File: src/pkg/ltcap_pkg.sv
// ==========================================================================
// Lifetime timer constants
package ltcap_pkg;

  // ========================================================================
  // Control word field positions and reset value
  localparam int          CTL_CAP_EN_BIT = 17;
  localparam int          CTL_ES_LSB     = 12;
  localparam int          CTL_CLK_LSB    = 9;
  localparam int          CTL_UP_BIT     = 8;
  localparam int          CTL_EN_BIT     = 7;
  localparam int          CTL_PER_BIT    = 6;
  localparam int          CTL_FMT_LSB    = 4;
  localparam int          CTL_PRE_LSB    = 0;
  localparam logic [31:0] CTL_RESET      = 32'h0000_0000;
  localparam logic [31:0] CTL_MASK       = 32'h0003_f7ff;

  // ========================================================================
  // Clock source codes
  localparam logic [1:0] CLK_OSC32   = 2'h0;
  localparam logic [1:0] CLK_UNDIV   = 2'h1;
  localparam logic [1:0] CLK_XTAL32  = 2'h2;
  localparam logic [1:0] CLK_CORE    = 2'h3;

  // ========================================================================
  // Prescaler codes and division limits (terminal prescale count)
  localparam logic [3:0]  PRE_DIV1     = 4'h0;
  localparam logic [3:0]  PRE_DIV16    = 4'h4;
  localparam logic [3:0]  PRE_DIV256   = 4'h8;
  localparam logic [3:0]  PRE_DIV32768 = 4'hf;
  localparam int          PRE_W        = 15;
  localparam logic [14:0] PRE_LIM1     = 15'h0000;
  localparam logic [14:0] PRE_LIM16    = 15'h000f;
  localparam logic [14:0] PRE_LIM256   = 15'h00ff;
  localparam logic [14:0] PRE_LIM32768 = 15'h7fff;

  // ========================================================================
  // Count formats, selected by control bits [5:4]
  localparam logic [1:0] FMT_BIN16  = 2'h0;
  localparam logic [1:0] FMT_BIN48  = 2'h1;
  localparam logic [1:0] FMT_TOD24  = 2'h2;
  localparam logic [1:0] FMT_TOD256 = 2'h3;

  // ========================================================================
  // Counter limits and time-of-day fields
  localparam logic [15:0] CNT16_MAX  = 16'hffff;
  localparam logic [47:0] CNT48_MAX  = 48'hffff_ffff_ffff;
  localparam logic [6:0]  FRAC_MAX   = 7'h7f;
  localparam logic [5:0]  MINSEC_MAX = 6'h3b;
  localparam logic [7:0]  HR24_MAX   = 8'h17;
  localparam logic [7:0]  HR256_MAX  = 8'hff;

  // ========================================================================
  // Event selection
  localparam int         EV_COUNT    = 18;
  localparam logic [4:0] EV_CODE_MAX = 5'h11;

endpackage : ltcap_pkg

File: src/rtl/ltcap_timer.sv
// Overview of operation
// - Free running: restart from maximum or minimum after reaching zero or full scale.
// - Periodic: 16-bit and time-of-day counts restart from the load value held at that moment.
// - Count is visible at any time without disturbing counting.
// - A control write configures the timer; its enable bit starts it.
// - Interrupt asserts on the step after count reaches zero down or full scale up, as the count restarts.
// - A write to the clear register drops the pending interrupt unless a terminal step sets it in the same cycle.
// - Five-bit event code picks capture source; code 17 is external interrupt zero.
// - Time-of-day layout: hours, minutes, seconds, 1/128; gaps read zero.
// - Fractions roll at 127, seconds and minutes at 59, hours 23 or 255.
// - 48-bit up or 16-bit up/down; prescale by 1, 16, 256, 32768.
// - Clock source: core, undivided core, internal or external 32 kHz.
// - 48-bit mode counts up from zero; value split low 16, high 32.
// - 16-bit mode counts up or down; load value loads the counter.
// - Capture copies count on first assertion of source; counter keeps running.
// - Reload on overflow and immediately on clear write.
// - Bit 17 enables capture, bits 16 to 12 hold the event code.
// - Bits 10 to 9 select the clock source.
// - Bits 3 to 0 select the prescaler, divide by 1 default.
// - Bit 7 enable, 6 periodic, 4 48-bit, 8 count up; reset zero.
`timescale 1ns/100ps
`default_nettype none

module ltcap_timer
  import ltcap_pkg::*;
(
  // Clock, reset and clock enable
  input  wire logic                REF_CLK,
  input  wire logic                RESET_N,
  input  wire logic                CLK_EN,
  // Source clock ticks, one core cycle each
  input  wire logic                UNDIV_TICK,
  input  wire logic                OSC32_TICK,
  input  wire logic                XTAL32_TICK,
  // Control register write and readback
  input  wire logic [31:0]         CTRL_WDATA,
  input  wire logic                CTRL_WR,
  output logic      [31:0]         CTRL_RDATA,
  // Load register write and readback
  input  wire logic [15:0]         LOAD_WDATA,
  input  wire logic                LOAD_WR,
  output logic      [15:0]         LOAD_RDATA,
  // Interrupt clear register write strobe
  input  wire logic                CLEAR_WR,
  // Capture sources, index equals event code
  input  wire logic [EV_COUNT-1:0] IRQ_SOURCES,
  // Value, capture and interrupt outputs
  output logic      [15:0]         COUNT_LOW,
  output logic      [31:0]         COUNT_HIGH,
  output logic      [15:0]         CAPTURE_VALUE,
  output logic                     TIMER_IRQ
);

  // ========================================================================
  // Helper functions
  // Prescaler terminal count; undefined codes fall back to divide by 1
  function automatic logic [PRE_W-1:0] pre_limit(input logic [3:0] code);
    case (code)
      PRE_DIV16:    pre_limit = PRE_LIM16;
      PRE_DIV256:   pre_limit = PRE_LIM256;
      PRE_DIV32768: pre_limit = PRE_LIM32768;
      default:      pre_limit = PRE_LIM1;
    endcase
  endfunction : pre_limit

  // Time-of-day increment, carries ripple through fields
  function automatic logic [31:0] tod_step(input logic [31:0] t, input logic [7:0] hmax);
    logic [31:0] r;
    r = t;
    if (t[6:0] != FRAC_MAX) begin
      r[6:0] = t[6:0] + 7'h01;
    end else begin
      r[6:0] = 7'h00;
      if (t[13:8] != MINSEC_MAX) begin
        r[13:8] = t[13:8] + 6'h01;
      end else begin
        r[13:8] = 6'h00;
        if (t[21:16] != MINSEC_MAX) begin
          r[21:16] = t[21:16] + 6'h01;
        end else begin
          r[21:16] = 6'h00;
          r[31:24] = (t[31:24] == hmax) ? 8'h00 : t[31:24] + 8'h01;
        end
      end
    end
    tod_step = r;
  endfunction : tod_step

  // Time-of-day terminal value for the selected hour range
  function automatic logic [31:0] tod_last(input logic [7:0] hmax);
    tod_last = {hmax, 2'h0, MINSEC_MAX, 2'h0, MINSEC_MAX, 1'b0, FRAC_MAX};
  endfunction : tod_last

  // ========================================================================
  // State
  logic [31:0]         timer_control_reg;
  logic [15:0]         reload_value_reg;
  logic [47:0]         count;
  logic [PRE_W-1:0]    pre_cnt;
  logic [15:0]         capture_value_reg;
  logic                irq;
  logic [EV_COUNT-1:0] src_prev;
  logic [31:0]         next_ctrl;
  logic [15:0]         next_load;
  logic [47:0]         next_count;
  logic [PRE_W-1:0]    next_pre;
  logic [15:0]         next_cap;
  logic                next_irq;

  // Decoded control fields
  logic        en;
  logic        periodic;
  logic        up;
  logic        cap_en;
  logic [1:0]  fmt;
  logic [1:0]  clk_sel;
  logic [4:0]  ev_code;
  logic [7:0]  hmax;
  logic        src_tick;
  logic        step;
  logic        at_end;
  logic [47:0] restart;
  logic        ev_rise;

  // ========================================================================
  // Field decode and event detection
  always_comb begin
    en       = timer_control_reg[CTL_EN_BIT];
    periodic = timer_control_reg[CTL_PER_BIT];
    up       = timer_control_reg[CTL_UP_BIT];
    cap_en   = timer_control_reg[CTL_CAP_EN_BIT];
    fmt      = timer_control_reg[CTL_FMT_LSB +: 2];
    clk_sel  = timer_control_reg[CTL_CLK_LSB +: 2];
    ev_code  = timer_control_reg[CTL_ES_LSB +: 5];
    hmax     = (fmt == FMT_TOD24) ? HR24_MAX : HR256_MAX;
    case (clk_sel)
      CLK_OSC32:  src_tick = OSC32_TICK;
      CLK_UNDIV:  src_tick = UNDIV_TICK;
      CLK_XTAL32: src_tick = XTAL32_TICK;
      default:    src_tick = 1'b1;
    endcase
    step = en && src_tick && (pre_cnt == pre_limit(timer_control_reg[CTL_PRE_LSB +: 4]));
    case (fmt)
      FMT_BIN16: begin
        at_end  = up ? (count[15:0] == CNT16_MAX) : (count[15:0] == 16'h0000);
        restart = periodic ? {32'h0, reload_value_reg} : (up ? 48'h0 : {32'h0, CNT16_MAX});
      end
      FMT_BIN48: begin
        at_end  = (count == CNT48_MAX);
        restart = 48'h0;
      end
      default: begin
        at_end  = (count[31:0] == tod_last(hmax));
        restart = periodic ? {32'h0, reload_value_reg} : 48'h0;
      end
    endcase
    ev_rise = (ev_code <= EV_CODE_MAX) && IRQ_SOURCES[ev_code] && !src_prev[ev_code];
  end

  // ========================================================================
  // Next-state logic
  always_comb begin
    next_ctrl  = timer_control_reg;
    next_load  = reload_value_reg;
    next_count = count;
    next_pre   = pre_cnt;
    next_cap   = capture_value_reg;
    next_irq   = irq;
    // Prescaler advances only on source ticks while enabled
    if (en && src_tick) begin
      next_pre = step ? '0 : pre_cnt + 15'h0001;
    end
    // counting never waits on reads; value ports are plain flops
    if (step) begin
      if (at_end) begin
        next_count = restart;
      end else if (fmt == FMT_BIN16) begin
        // up or down in 16-bit mode
        next_count = {32'h0, up ? count[15:0] + 16'h0001 : count[15:0] - 16'h0001};
      end else if (fmt == FMT_BIN48) begin
        next_count = count + 48'h1;
      end else begin
        next_count = {16'h0, tod_step(count[31:0], hmax)};
      end
    end
    // clear drops the request; a same-cycle event below still sets it
    if (CLEAR_WR) begin
      next_irq   = 1'b0;
      next_count = restart;
    end
    // load write goes to the counter as well as the register
    if (LOAD_WR) begin
      next_load  = LOAD_WDATA;
      next_count = {32'h0, LOAD_WDATA};
    end
    // control write configures the timer and clears the prescaler; count cleared only in 48-bit format
    if (CTRL_WR) begin
      next_ctrl  = CTRL_WDATA & CTL_MASK;
      next_pre   = '0;
      next_count = (CTRL_WDATA[CTL_FMT_LSB +: 2] == FMT_BIN48) ? 48'h0 : count;
    end
    // gap bits forced to zero in time-of-day format, whatever was loaded
    if (next_ctrl[CTL_FMT_LSB + 1]) begin
      next_count = next_count & 48'h0000_ff3f_3f7f;
    end
    // interrupt on terminal step, set wins over clear
    if (step && at_end) begin
      next_irq = 1'b1;
    end
    if (cap_en && ev_rise) begin
      next_cap = count[15:0];
    end
  end

  // ========================================================================
  // Registers; clock enable freezes everything
  always_ff @(posedge REF_CLK or negedge RESET_N) begin
    if (!RESET_N) begin
      // all control bits reset to zero
      timer_control_reg <= CTL_RESET;
      reload_value_reg  <= 16'h0000;
      count             <= 48'h0;
      pre_cnt           <= '0;
      capture_value_reg <= 16'h0000;
      irq               <= 1'b0;
      src_prev          <= '0;
    end else if (CLK_EN) begin
      timer_control_reg <= next_ctrl;
      reload_value_reg  <= next_load;
      count             <= next_count;
      pre_cnt           <= next_pre;
      capture_value_reg <= next_cap;
      irq               <= next_irq;
      src_prev          <= IRQ_SOURCES;
    end
  end

  // ========================================================================
  // Outputs
  // value split into low 16 and high 32 bits
  assign COUNT_LOW     = count[15:0];
  assign COUNT_HIGH    = count[47:16];
  assign CAPTURE_VALUE = capture_value_reg;
  assign TIMER_IRQ     = irq;
  assign CTRL_RDATA    = timer_control_reg;
  assign LOAD_RDATA    = reload_value_reg;
endmodule : ltcap_timer

`default_nettype wire

File: config.mk
export PLATFORM = sky130hd
export DESIGN_NAME = ltcap_timer
export DESIGN_NICKNAME = d
export VERILOG_FILES = /design/src/pkg/ltcap_pkg.sv /design/src/rtl/ltcap_timer.sv
export SDC_FILE = /design/constraint.sdc
export NUM_CORES = 1
export LEC_CHECK = 0
export ABC_AREA = 1
export BUFFER_PORTS_ARGS = -buffer_cell sky130_fd_sc_hd__buf_2
export CORE_MARGIN = 5
export CORE_UTILIZATION = 25
export CTS_CLUSTER_DIAMETER = 60
export CTS_CLUSTER_SIZE = 16
export DETAILED_ROUTE_END_ITERATION = 7
export GPL_TIMING_DRIVEN = 0
export PLACE_DENSITY = 0.52
export SLEW_MARGIN = 20
export SYNTH_ARGS = -nofsm -noshare
export SYNTH_HDL_FRONTEND = slang
export SYNTH_SLANG_ARGS = --single-unit
File: constraint.sdc
create_clock -name REF_CLK -period 4.4 [get_ports REF_CLK]
set_clock_uncertainty 0.15 [all_clocks]
set_input_delay 0.44 -clock REF_CLK [delete_from_list [all_inputs] [get_ports REF_CLK]]
set_output_delay 0.44 -clock REF_CLK [all_outputs]
set_load 0.05 [all_outputs]
[Yosys cells after proc, flatten, opt, wreduce, memory -nomap -nowiden]
Index checks and enable logic that the tools add are counted.
Operators by class
  multiplexer cells: 39
  multiply operators: 0
  reduce and logical (&&, ||, !) cells: 21
  shift-type cells: 0
  equality and inequality tests: 17
  divide/modulo/power cells: 0
  add/subtract/negate cells: 8
  bitwise logic cells: 0
  order comparisons: 2
Operator list (number)
  2-to-1 mux 48 bit: 9
  2-to-1 mux 16 bit: 4
  adder 48 x 1 -> 48 bit (second input constant): 1
  equality test 48 bit (second input constant): 1
  2-to-1 mux 15 bit: 3
  one-hot mux 15 bit (3 select lines): 1
  2-to-1 mux 8 bit: 5
  2-to-1 mux 6 bit: 6
  equality test 32 bit: 1
  one-hot mux 16 bit (2 select lines): 1
  adder 16 x 1 -> 16 bit (second input constant): 1
  equality test 16 bit (second input constant): 1
  logical NOT 16 bit: 1
  subtractor 16 x 1 -> 16 bit (second input constant): 1
  adder 15 x 1 -> 15 bit (second input constant): 1
  equality test 15 bit: 1
  adder 6 x 1 -> 6 bit (second input constant): 2
  != test 6 bit (second input constant): 2
  binary-select mux 1 bit (select 5 bit): 2
  AND reduction 2 bit: 5
  adder 8 x 1 -> 8 bit (second input constant): 1
  equality test 4 bit (second input constant): 2
  equality test 8 bit: 1
  adder 7 x 1 -> 7 bit (second input constant): 1
  19 further kinds: 33
Word-level totals
  bits in read-only memories: 0
  bits in writable memories: 0
  input port bits: 75
  memories: 0
  bits in registers: 131
  latch bits: 0
  output and inout port bits: 113
  logic and storage cells: 97

[Longest topological paths before layout]
  word-level depth: 15
  mapped depth: 16
  depth with buffers taken out: 16

[Worst setup path before layout]
OpenSTA, ideal clock, no wires.
  path kind: reg2reg
  start: register timer_control_reg[8] (netlist: CTRL_RDATA[8])
  end: register count[8]
  data arrival time: 2.418 ns
  path buffers: 0
  setup time: 0.119 ns
  setup slack: 1.713 ns
  required time: 4.131 ns
  stages on the path, launching flop included: 12
  period minus slack after synthesis: 2.687 ns
  cells stage by stage: dfrtp_1 > inv_1 > fa_1 > nand3_1 > nand3_1 > a21oi_1 > xor2_1 > nand2_1 > nand3_1 > nand3_1 > nand2_1 > nand2_1
On the way
  word-level cells in the longest chain between the ends: 9
  elaborated cells on any way between the ends: 13
  those cells by class: mux: 13
RTL lines
  start, declared: line ltcap_timer.sv:96  | logic [31:0] timer_control_reg;
  start signal, assigned: line ltcap_timer.sv:228  | timer_control_reg <= next_ctrl;
  2-to-1 mux 16 bit (2 in series): line ltcap_timer.sv:146  | restart = periodic ? {32'h0, reload_value_reg} : (up ? 48'h0 : {32'h0, CNT16_MAX});
  one-hot mux 16 bit (2 select lines): line ltcap_timer.sv:143  | case (fmt)
  2-to-1 mux 48 bit: line ltcap_timer.sv:175  | if (at_end) begin
  2-to-1 mux 48 bit: line ltcap_timer.sv:174  | if (step) begin
  2-to-1 mux 48 bit *: line ltcap_timer.sv:187  | if (CLEAR_WR) begin
  2-to-1 mux 48 bit *: line ltcap_timer.sv:192  | if (LOAD_WR) begin
  2-to-1 mux 48 bit *: line ltcap_timer.sv:197  | if (CTRL_WR) begin
  2-to-1 mux 48 bit *: line ltcap_timer.sv:203  | if (next_ctrl[CTL_FMT_LSB + 1]) begin
  end signal, assigned: line ltcap_timer.sv:230  | count <= next_count;
  end, declared: line ltcap_timer.sv:98  | logic [47:0] count;
Every way passes the cells marked *; elsewhere a longest branch is shown, timed or not. The select of a mux whose other input is x is not followed.
A chain may end at the register's enable or synchronous reset.

[Worst setup path after layout]
  start: register count[8]
  end: register count[7]
On the way
  word-level cells in the longest chain between the ends: 9
  elaborated cells on any way between the ends: 14
  those cells by class: eq/ne: 3; mux: 8; reduce/logical: 3
RTL lines
  equality test 16 bit / logical NOT 16 bit (equally long branches): line ltcap_timer.sv:145  | at_end = up ? (count[15:0] == CNT16_MAX) : (count[15:0] == 16'h0000);
  2-to-1 mux 1 bit: line ltcap_timer.sv:145
  one-hot mux 1 bit (2 select lines) *: line ltcap_timer.sv:143
  2-to-1 mux 48 bit: line ltcap_timer.sv:175
  2-to-1 mux 48 bit: line ltcap_timer.sv:174
  2-to-1 mux 48 bit: line ltcap_timer.sv:187
  2-to-1 mux 48 bit: line ltcap_timer.sv:192
  2-to-1 mux 48 bit: line ltcap_timer.sv:197
  2-to-1 mux 48 bit: line ltcap_timer.sv:203
Marked as above.

==> results.cfg <==
[pwr]
ir_drop_mv = 0.276
powerDensity_mw_per_mm2 = 407
p_leak_nw = 5.86

[yosys]
ys_types = 55
synthFlopType = dfrtp_1
async_flop_share_pct = 100
synthSimpleGateAreaFrac_pct = 39.9
synthXorXnorAreaFrac_pct = 1.87
yosys.area.top_type_share_pct = 33.3
syn_avg_cell_area_um2 = 6.66
synthMuxAreaShare_pct = 2.29
synth_top_family_by_area = simple AND/OR/NAND/NOR gates
netlist_instances = 1476
synth_edf_count = 0
ys_warn_count = 0
syn_area_mm2 = 0.00983
synth-adder-area-share_pct = 2.88
synth_seq_area_share_pct = 33.3
synth_compound_area_share_pct = 9.83
ys_seq_elements = 131
yosysTopAreaCell = dfrtp_1
yosys-top-cells-area = dfrtp_1 33%, nand2_1 15%, nand3_1 8.1%

[setup_path]
arrival_ns = 3.40
reg2regPathDepth = 15
cp_common_cell = nand2_1
cp_cell_sequence = ha_1 -> nand2_1 -> nor2_2 -> nand2_2 -> nor2_8 -> nand2_4 -> nor2_4 -> nand2_2 -> nand3_2 -> nor2_2 -> buf_6 -> nand3_1 -> nand3_1 -> nand2_1 -> nand2_1
required_ns = 4.56
cpLargestDelayFamily = simple AND/OR/NAND/NOR gates
crit_cells = 15
crit_slowest_cell = dfrtp_1
slowest_delay_ns = 0.68
cp-end-kind = flop
start_kind = flop
cp_max_fo = 10
crit_type = flop to flop
critical_path.n_buffers_inverters = 1

[place]
io_buffers = 155
hpwlAfterDp_um = 30300
pre_cts_ws_ns = 1.21
place_congestion = 0.967

[cts]
cts_sinks = 131
cts_setup_buffers = 0
cts_tree = done
insertion_delay_ns = 0.45
cts_root_buffer = clkbuf_16
cts_buffers = 17
htree_levels = 4
path_clk_slew_ns = 0.06
cts_resized = 0
hold_buffers = 1
cts_max_path_buffers = 2

[layout]
utilization_pct = 30.9
synthToLayoutAreaGrowth_pct = 21.9
regArea_mm2 = 0.00328
multi_input_area_mm2 = 0.00564
drive_above_1_share_pct = 18.0
final_cell_mix = 394 x nand2_1, 189 x nor2_1, 169 x buf_2
final_nets = 1763
final_common_cell = nand2_1
num-fill-cells = 4380

[timing]
finalSetupViolCount = 0
layout_min_cycle_time_ns = 3.24
tightest_slew_ns = 0.844
grt_setup_unrepaired = false
clock.fmax_mhz = 309
hold_ws_ns = 0.0735
hold_viol = 0
setup_ws_ns = 1.16
finalSetupTns_ns = 0
report.final.slew_viol_count = 0
relSlewSlack_pct = 43.2
period_share_pct = 73.5

[floorplan]
core_area_mm2 = 0.0387
start_util_pct = 25.4
die_w_um = 208
die_h_um = 208
pin_count = 188
die_area_mm2 = 0.0434
rows = 72

[worst_hold_path]
hold_class = input port to flop
whs_path_depth = 3

[drt]
drc = 0
drtIter0Drc = 949
firstDrtPassIters = 5
via_per_inst = 4.86
ant_nets = 0
vias = 10700
wl_per_cell_um = 17.5
wl_um = 38500

[flow_run]
max_cap_violations = 0

[global_routing]
grt_pass1_vias = 10400
grt_use_total_pct = 17.5
grt_first_pass_wirelength_um = 59900
grt_antenna_before_repair = 6
grt_overflow_total = 0
grt_max_degree = 92

[run_status]
outcome = complete, no violations
## layer usage
metal	wire length [um]	vias to the layer above	share of wire, %	track usage, %
met4	1120	10	2.9	5.87
met5	69	-	0.18	0
met3	2780	87	7.2	4.73
met2	17200	395	45	27.6
li1	-	5193	-	-
met1	17300	5007	45	23.2
## state kept, by name, indices dropped and copies added (netlist names)
name           count
CAPTURE_VALUE     16
CTRL_RDATA        17
LOAD_RDATA        16
TIMER_IRQ          1
count             48
pre_cnt           15
src_prev          18
## cells in the mapped netlist (5+ instances only)
master / instances
nand2_1: 394
nor2_1: 189
inv_1: 163
nand3_1: 159
dfrtp_1: 131
o21ai_0: 69
a21oi_1: 56
nand4_1: 44
nor3_1: 38
clkbuf_1: 21
ha_1: 21
mux2_2: 20
buf_4: 16
buf_2: 15
or2_2: 14
xor2_1: 14
nand2_2: 9
o21ai_1: 9
nor2_2: 8
o311ai_0: 8
xnor2_1: 7
inv_2: 5
## path summary, 6_finish.rpt
check	slack (ns)	to	startpoint
max in group asynchronous	3.00	count[7]	RESET_N
worst min-delay path	0.07	src_prev[10]	IRQ_SOURCES[10]
worst min register to register	0.31	CAPTURE_VALUE[14]	CAPTURE_VALUE[14]
worst max-delay path	1.16	count[7]	count[8]
min in group asynchronous	0.32	pre_cnt[14]	RESET_N
worst max register to register	1.16	count[7]	count[8]
## worst register-to-register path: stages, from the launching register on
cell and delay (ns):
dfrtp_1 0.68, ha_1 0.40, nand2_1 0.14, nor2_2 0.24, nand2_2 0.16, nor2_8 0.18
nand2_4 0.10, nor2_4 0.10, nand2_2 0.11, nand3_2 0.14, nor2_2 0.10, buf_6 0.16
nand3_1 0.13, nand3_1 0.09, nand2_1 0.14, nand2_1 0.09
## through the flow
stage / area [um^2] / power (W) / cells
2_1_floorplan: 9880 / 0.00278 / 1490
3_3_place_gp: 11300 / 0.00333 / 2163
3_5_place_dp: 11300 / 0.00334 / 2164
4_1_cts: 12000 / 0.00492 / 2197
5_1_grt: 12000 / 0.00515 / 2197
6_report: 12000 / 0.00487 / 2198
## where the power goes
group	total (W)	switching, W	internal, W	leakage, nW
Sequential	0.00153	0.000172	0.00136	1.68
Clock	0.00155	0.000624	0.000930	0.297
Combinational	0.00179	0.00132	0.000474	3.88
## logic make-up after synthesis
family,after synthesis
and+or+nand+nor,880
other,1
muxes,20
buffers and inverters,230
AOI/OAI and AO/OA,171
xor gates and xnor gates,21
adders and majority gates,22
DFF,131
## cell type report
type                            instances  share of cell area [%]
Timing Repair Buffer                  157                    6.87
Buffer                                 60                    2.76
Sequential cell                       131                    27.4
Tap cell                              518                    5.41
Multi-Input combinational cell       1129                    47.0
Inverter                              170                    5.33
Clock buffer                           19                    3.78
Clock inverter                         13                    1.42
Antenna cell                            1                  0.0209
Power figures use the tool's default switching activity.
